## src/rtl/out_adv_consts.svh

```systemverilog
// Constants for the output stream advancement register bank
// Assumes inclusion by bare name from rtl sources
`ifndef OUT_ADV_CONSTS_SVH
`define OUT_ADV_CONSTS_SVH
`define LOCAL_ADV_FIRST    8'h83
`define LOCAL_ADV_LAST     8'h92
`define BKPL_ADV_FIRST     8'ha3
`define BKPL_ADV_LAST      8'hc2
`define LOCAL_STREAMS      16
`define BKPL_STREAMS       32
`define LOCAL_FAST_STREAMS 8
`define BKPL_FAST_STREAMS  16
`define ADV_CODE_LSB       0
`define ADV_CODE_MSB       1
`define ADV_RESET          2'h0
`define ADV_MAX_CYCLES     6
`define SYS_CLK_KHZ        131072
`endif

```

## src/rtl/out_adv_pkg.sv

```systemverilog
// Types for the output stream advancement register bank
// Assumes out_adv_consts.svh is on the include path
package out_adv_pkg;
	typedef logic [1:0] adv_code_t;
	typedef struct packed {
		logic        wr;
		logic        rd;
		logic [7:0]  addr;
		logic [15:0] wdata;
	} cpu_req_t;
	typedef enum logic [1:0] {
		ST_IDLE = 2'b00,
		ST_RUN  = 2'b01
	} run_state_t;
endpackage

```

## src/rtl/output_stream_advancement.sv

```systemverilog
// Output stream advancement register bank and per-stream output advance
// Assumes a synchronous processor port at the internal system clock and
// serial data supplied by the switch core, sampled on that same clock.
//
// Functional notes
// - Sixteen 16-bit local advance registers at consecutive addresses.
// - Thirty-two 16-bit backplane advance registers at consecutive addresses.
// - Local 32 Mbps mode: only local registers 0 to 7 take effect.
// - Backplane 32 Mbps mode: only backplane registers 0 to 15 take effect.
// - Local code sits in bits 1:0, reset zero.
// - Backplane code sits in bits 1:0, reset zero.
// - Lower rates: codes advance 0, 2, 4, 6 system clock cycles.
// - 32 Mbps: codes advance 0, 1, 2, 3 system clock cycles.
// - Advance moves serial output earlier relative to frame boundary.
// - Code zero keeps normal alignment with the output frame pulse.
// - Each register affects only its own stream.
`include "out_adv_consts.svh"
`timescale 1ns/1ps
`default_nettype none

module output_stream_advancement (
	input  wire logic                     clk_i,
	input  wire logic                     rst_i,
	input  wire logic                     ce_i,
	input  wire out_adv_pkg::cpu_req_t    cpu_req_i,
	input  wire logic                     local_fast_i,
	input  wire logic                     bkpl_fast_i,
	input  wire logic [15:0]              local_stream_i,
	input  wire logic [31:0]              bkpl_stream_i,
	input  wire logic                     frame_pulse_i,
	output logic      [15:0]              rdata_o,
	output logic                          rd_ack_o,
	output logic      [15:0]              local_serial_out_o,
	output logic      [31:0]              bkpl_serial_out_o,
	output logic                          output_frame_pulse_o
);
	import out_adv_pkg::*;

	// ----------------------------------------------------------------
	// Address decode
	// ----------------------------------------------------------------
	// The stream data enters through a delay line of ADV_MAX_CYCLES taps;
	// a code of zero reads the deepest tap, aligned with the frame pulse,
	// and larger codes read shallower taps, i.e. earlier.
	localparam int DEPTH = `ADV_MAX_CYCLES;

	function automatic logic in_range(input logic [7:0] a, input logic [7:0] lo,
		input logic [7:0] hi);
		in_range = (a >= lo) && (a <= hi);
	endfunction

	// Advance in cycles: steps of 2 at lower rates, steps of 1 at 32 Mbps
	function automatic logic [2:0] adv_cycles(input adv_code_t c, input logic fast);
		adv_cycles = fast ? {1'b0, c} : {c, 1'b0};
	endfunction

	wire logic       hit_local = in_range(cpu_req_i.addr, `LOCAL_ADV_FIRST,
		`LOCAL_ADV_LAST);
	wire logic       hit_bkpl  = in_range(cpu_req_i.addr, `BKPL_ADV_FIRST,
		`BKPL_ADV_LAST);
	wire logic [7:0] local_off = cpu_req_i.addr - `LOCAL_ADV_FIRST;
	wire logic [7:0] bkpl_off  = cpu_req_i.addr - `BKPL_ADV_FIRST;
	wire logic [3:0] local_idx = local_off[3:0];
	wire logic [4:0] bkpl_idx  = bkpl_off[4:0];

	adv_code_t local_code [`LOCAL_STREAMS];
	adv_code_t bkpl_code  [`BKPL_STREAMS];

	// ----------------------------------------------------------------
	// Read data
	// ----------------------------------------------------------------
	// Bits 15:2 read back as zero; writes to them are discarded
	wire logic [15:0] next_rdata = hit_local ? {14'h0000, local_code[local_idx]} :
		hit_bkpl ? {14'h0000, bkpl_code[bkpl_idx]} : 16'h0000;

	always_ff @(posedge clk_i or posedge rst_i) begin
		if (rst_i) begin
			rdata_o  <= 16'h0000;
			rd_ack_o <= 1'b0;
		end else if (ce_i) begin
			rd_ack_o <= cpu_req_i.rd;
			if (cpu_req_i.rd)
				rdata_o <= next_rdata;
		end
	end

	// ----------------------------------------------------------------
	// Frame pulse alignment reference
	// ----------------------------------------------------------------
	logic [DEPTH-1:0] fp_line;
	always_ff @(posedge clk_i or posedge rst_i) begin
		if (rst_i) begin
			fp_line              <= '0;
			output_frame_pulse_o <= 1'b0;
		end else if (ce_i) begin
			fp_line              <= {fp_line[DEPTH-2:0], frame_pulse_i};
			output_frame_pulse_o <= fp_line[DEPTH-1];
		end
	end

	// ----------------------------------------------------------------
	// Local streams
	// ----------------------------------------------------------------
	genvar gi;
	generate
		for (gi = 0; gi < `LOCAL_STREAMS; gi++) begin : g_local
			logic [DEPTH:0] line;
			wire logic      active = !local_fast_i || (gi < `LOCAL_FAST_STREAMS);
			wire adv_code_t code   = active ? local_code[gi] : `ADV_RESET;
			wire logic [2:0] adv   = adv_cycles(code, local_fast_i);
			wire logic [2:0] tap   = 3'(DEPTH) - adv;
			wire logic       wr_me = ce_i && cpu_req_i.wr && hit_local &&
				(local_idx == 4'(gi));
			always_ff @(posedge clk_i or posedge rst_i) begin
				if (rst_i) begin
					local_code[gi]        <= `ADV_RESET;
					line                  <= '0;
					local_serial_out_o[gi] <= 1'b0;
				end else if (ce_i) begin
					if (wr_me)
						local_code[gi] <= cpu_req_i.wdata[`ADV_CODE_MSB:`ADV_CODE_LSB];
					line <= {line[DEPTH-1:0], local_stream_i[gi]};
					// Same tap for every bit keeps the whole frame shape intact
					local_serial_out_o[gi] <= (tap == 3'd0) ? local_stream_i[gi] :
						line[tap-3'd1];
				end
			end
		end
	endgenerate

	// ----------------------------------------------------------------
	// Backplane streams
	// ----------------------------------------------------------------
	generate
		for (gi = 0; gi < `BKPL_STREAMS; gi++) begin : g_bkpl
			logic [DEPTH:0] line;
			wire logic      active = !bkpl_fast_i || (gi < `BKPL_FAST_STREAMS);
			wire adv_code_t code   = active ? bkpl_code[gi] : `ADV_RESET;
			wire logic [2:0] adv   = adv_cycles(code, bkpl_fast_i);
			wire logic [2:0] tap   = 3'(DEPTH) - adv;
			wire logic       wr_me = ce_i && cpu_req_i.wr && hit_bkpl &&
				(bkpl_idx == 5'(gi));
			always_ff @(posedge clk_i or posedge rst_i) begin
				if (rst_i) begin
					bkpl_code[gi]         <= `ADV_RESET;
					line                  <= '0;
					bkpl_serial_out_o[gi] <= 1'b0;
				end else if (ce_i) begin
					if (wr_me)
						bkpl_code[gi] <= cpu_req_i.wdata[`ADV_CODE_MSB:`ADV_CODE_LSB];
					line <= {line[DEPTH-1:0], bkpl_stream_i[gi]};
					bkpl_serial_out_o[gi] <= (tap == 3'd0) ? bkpl_stream_i[gi] :
						line[tap-3'd1];
				end
			end
		end
	endgenerate
endmodule

`default_nettype wire

```

## config.mk

```make
export PLATFORM = sky130hd
export DESIGN_NAME = output_stream_advancement
export DESIGN_NICKNAME = d
export VERILOG_FILES = /design/src/rtl/out_adv_pkg.sv /design/src/rtl/output_stream_advancement.sv
export VERILOG_INCLUDE_DIRS = /design/src /design/src/rtl
export SDC_FILE = /design/constraint.sdc
export NUM_CORES = 1
export LEC_CHECK = 0
export BUFFER_PORTS_ARGS = -buffer_cell sky130_fd_sc_hd__buf_2
export CAP_MARGIN = 30
export CORE_ASPECT_RATIO = 1.4
export CORE_MARGIN = 10
export CORE_UTILIZATION = 35
export DETAILED_ROUTE_END_ITERATION = 16
export PLACE_DENSITY = 0.56
export SLEW_MARGIN = 10
export SYNTH_ARGS = -nofsm -noshare
export SYNTH_HDL_FRONTEND = slang
export SYNTH_SLANG_ARGS = --single-unit
```

## constraint.sdc

```tcl
create_clock -name clk_i -period 14.3 [get_ports clk_i]
set_clock_uncertainty 0.15 [all_clocks]
set_input_delay 2.145 -clock clk_i [delete_from_list [all_inputs] [get_ports clk_i]]
set_output_delay 2.145 -clock clk_i [all_outputs]
set_load 0.03 [all_outputs]
```

==> results.yml <==
finish:
  fin_cells: 2418
  area_delta_synth_final_pct: 13.7
  drive_above_1_share_pct: 41.8
  seq_area_um2: 11100
  fill_cells: 5441
  multi_input_area_um2: 8990
  final_nets: 1732
power_and_ir_drop:
  ir_drop_v: 0.0000740
  p_per_area_nw_per_um2: 151
  leakage_nw: 10.3
timing:
  layout_setup_ws_ps: 9300
  hold_violations: 0
  grt_setup_unrepaired: "no"
  setup-tns-final_ps: 0
  period_share_pct: 35.0
  fmax_mhz: 200
  maxSlewHeadroom_pct: 36.8
  worst_pin_slew_ps: 948
  fin_crit_ps: 5000
  report.final.slew_viol_count: 0
  setup_viol: 0
global_routing:
  antenna_found_initial: 9
  grt.overflow.total: 0
  grt_usage_pct: 13.2
  grt_pass1_wl_um: 72600
  grt_max_degree: 171
  grt_pass1_vias: 13000
min_path:
  hold_path_class: "register to register"
place:
  portBuffers: 117
  globalplace.congestion: 0.755
  dp.cells: 2330
  pre_cts_ws_ps: 8650
  dp_hpwl_um: 30200
logic_synthesis:
  synth_top_area_cell: "dfrtp_1"
  synthAdderAreaFrac_pct: 1.15
  async_reset_ff_share_pct: 100
  yosysUniqueCellTypes: 49
  synth_edf_count: 0
  yosys.area_share.simple_pct: 6.82
  ys.flop_type: "dfrtp_1"
  synthTopCellsByCount: "mux2_2, dfrtp_1, a21oi_1, nor2_1, clkbuf_1"
  synth_xor_area_share_pct: 0.122
  synth.ff_latch_count: 442
  synth_cells: 1553
  synth_top_family_by_area: "multiplexers"
  synth_compound_area_share_pct: 5.41
  synth.area.top_cells: "dfrtp_1, mux2_2, mux4_2"
  synth_top_area_share_pct: 53.7
  yosys_warnings: 0
  yosysMostFrequentCell: "mux2_2"
  ys_seq_area_share_pct: 53.7
  synth.avg_cell_area_um2: 13.3
  yosys-mux-area-fraction_pct: 29.9
  netlist_area_um2: 20600
critical_path:
  crit_fanout: 34
  cp-start-kind: "input pin"
  critPathKind: "input pin to register"
  critPathRequiredTime_ps: 14610
  arrival_ps: 5310
  cp-end-kind: "register"
cts:
  cts_setup_buffers: 0
  numCtsBuffers: 46
  htree_num_levels: 2
  cts.sinks: 442
  root_buffer: "clkbuf_16"
  cts.clk_slew.worst_paths_ps: 60
  clockBufferDepth: 3
  clock_latency_ps: 570
  post_cts_resize_count: 0
  cts_tree: "done"
  cts_hold_buf: 0
run:
  maxCapViolCount: 0
routing:
  routedWlPerCell_um: 18.8
  dr_total_vias: 12400
  first_pass_iters: 4
  final_antenna_net_count: 0
  initialDrtViolationCount: 589
  drc: 0
  wirelength_um: 45400
  viasPerCell: 5.13
floorplanning:
  ios: 146
  floorplan.die_area_um2: 69100
  die_y_um: 307
  coreArea_um2: 58500
  die_x_um: 225
  num_rows: 105
  initial_core_util_pct: 35.2
outcome:
  status: "finished, final reports clean"
-- placed cells by master (no fill, tap or decap), types with 2 or more instances in the layout --
master / Yosys / routed
mux4_2: 32 / 32
nor4_1: 2 / 2
o221ai_1: 4 / 4
clkbuf_8: 0 / 14
clkbuf_16: 0 / 49
nor3b_1: 18 / 18
and3b_1: 16 / 16
clkbuf_1: 73 / 12
a31oi_1: 8 / 8
mux2_2: 447 / 447
dfrtp_1: 442 / 442
nor2_1: 87 / 87
nor4_4: 3 / 3
buf_12: 0 / 2
o21ai_0: 28 / 28
a211o_1: 2 / 2
and3_1: 23 / 23
nand2_1: 22 / 22
buf_2: 13 / 115
clkinv_2: 0 / 6
a211oi_1: 8 / 8
and2_1: 2 / 2
o31ai_1: 2 / 2
conb_1: 1 / 14
a22o_1: 16 / 16
clkinvlp_4: 0 / 2
mux2i_1: 40 / 40
inv_1: 10 / 9
buf_4: 16 / 16
buf_16: 0 / 4
ha_1: 19 / 19
a21oi_1: 92 / 92
a22oi_1: 2 / 2
nor2b_1: 39 / 39
nand3_1: 36 / 36
o22ai_1: 16 / 16
-- per-layer routing --
| metal | routed length, um | GRT usage [%] | up-vias |
|---|---|---|---|
| met5 | 103 | 0 | - |
| met4 | 1160 | 4.21 | 16 |
| met3 | 2090 | 2.85 | 82 |
| met2 | 23100 | 22.9 | 182 |
| met1 | 18900 | 15.9 | 6362 |
| li1 | - | - | 5773 |
-- worst paths after layout --
path,from,endpoint,slack [ps],cells past startpoint
max,cpu_req_i[16],rdata_o[0],9300,10
min,g_bkpl[2].line[0],g_bkpl[2].line[1],340,1
min in group asynchronous,rst_i,bkpl_serial_out_o[8],1630,3
max in group asynchronous,rst_i,g_bkpl[29].line[0],10320,6
min reg2reg,g_bkpl[2].line[0],g_bkpl[2].line[1],340,1
max reg2reg,g_bkpl[10].code[0],rdata_o[0],12160,5
-- logic make-up after synthesis --
| logic type | after synthesis |
|---|---|
| other | 1 |
| and+or+nand+nor | 256 |
| buffers and inverters | 130 |
| xor gates and xnor gates | 2 |
| DFF | 442 |
| adders and majority gates | 19 |
| muxes | 519 |
| AOI/OAI and AO/OA | 184 |
-- report_power, final --
part	leakage, nW	switching, mW	total, mW	internal, mW
Combinational	4.11	0.353	0.690	0.337
Clock	0.747	0.494	1.19	0.697
Sequential	5.41	0.152	1.65	1.50
-- sequential cells by signal, summed over array words and instances (netlist names) --
| register | cells |
|---|---|
| g_bkpl.line | 192 |
| g_local.line | 96 |
| bkpl_code | 32 |
| bkpl_serial_out_o | 32 |
| g_bkpl.code | 32 |
| g_local.code | 16 |
| local_code | 16 |
| local_serial_out_o | 16 |
| fp_line | 6 |
| rdata_o | 2 |
| output_frame_pulse_o | 1 |
| rd_ack_o | 1 |
-- layout make-up --
cell class	count	share of cell area [%]
Antenna cell	1	0.0107
Clock buffer	75	6.25
Clock inverter	8	0.198
Inverter	10	0.176
Multi-Input combinational cell	994	38.4
Sequential cell	442	47.2
Tap cell	749	4.00
Timing Repair Buffer	139	3.72
-- per-stage QoR --
| step | hold WS, ps | power, mW | cell area (um2) | utilization, % |
|---|---|---|---|---|
| final | 339 | 3.53 | 23400 | 40.0 |
| after global routing | 362 | 3.73 | 23400 | 40.0 |
| after detailed placement | 339 | 2.38 | 21800 | 37.3 |
| after CTS | 343 | 3.59 | 23300 | 39.9 |
| after global placement | 332 | 2.35 | 21800 | 37.2 |
| after floorplan | 322 | 2.17 | 20600 | - |
-- worst max-delay path, cell delays in order --
cell and delay (ps):
buf_2 80, buf_4 480, inv_1 140, ha_1 720
buf_4 410, mux4_2 380, mux2i_1 280, o21ai_0 120
a211o_1 310, a31o_1 220
Power figures use the tool's default switching activity.
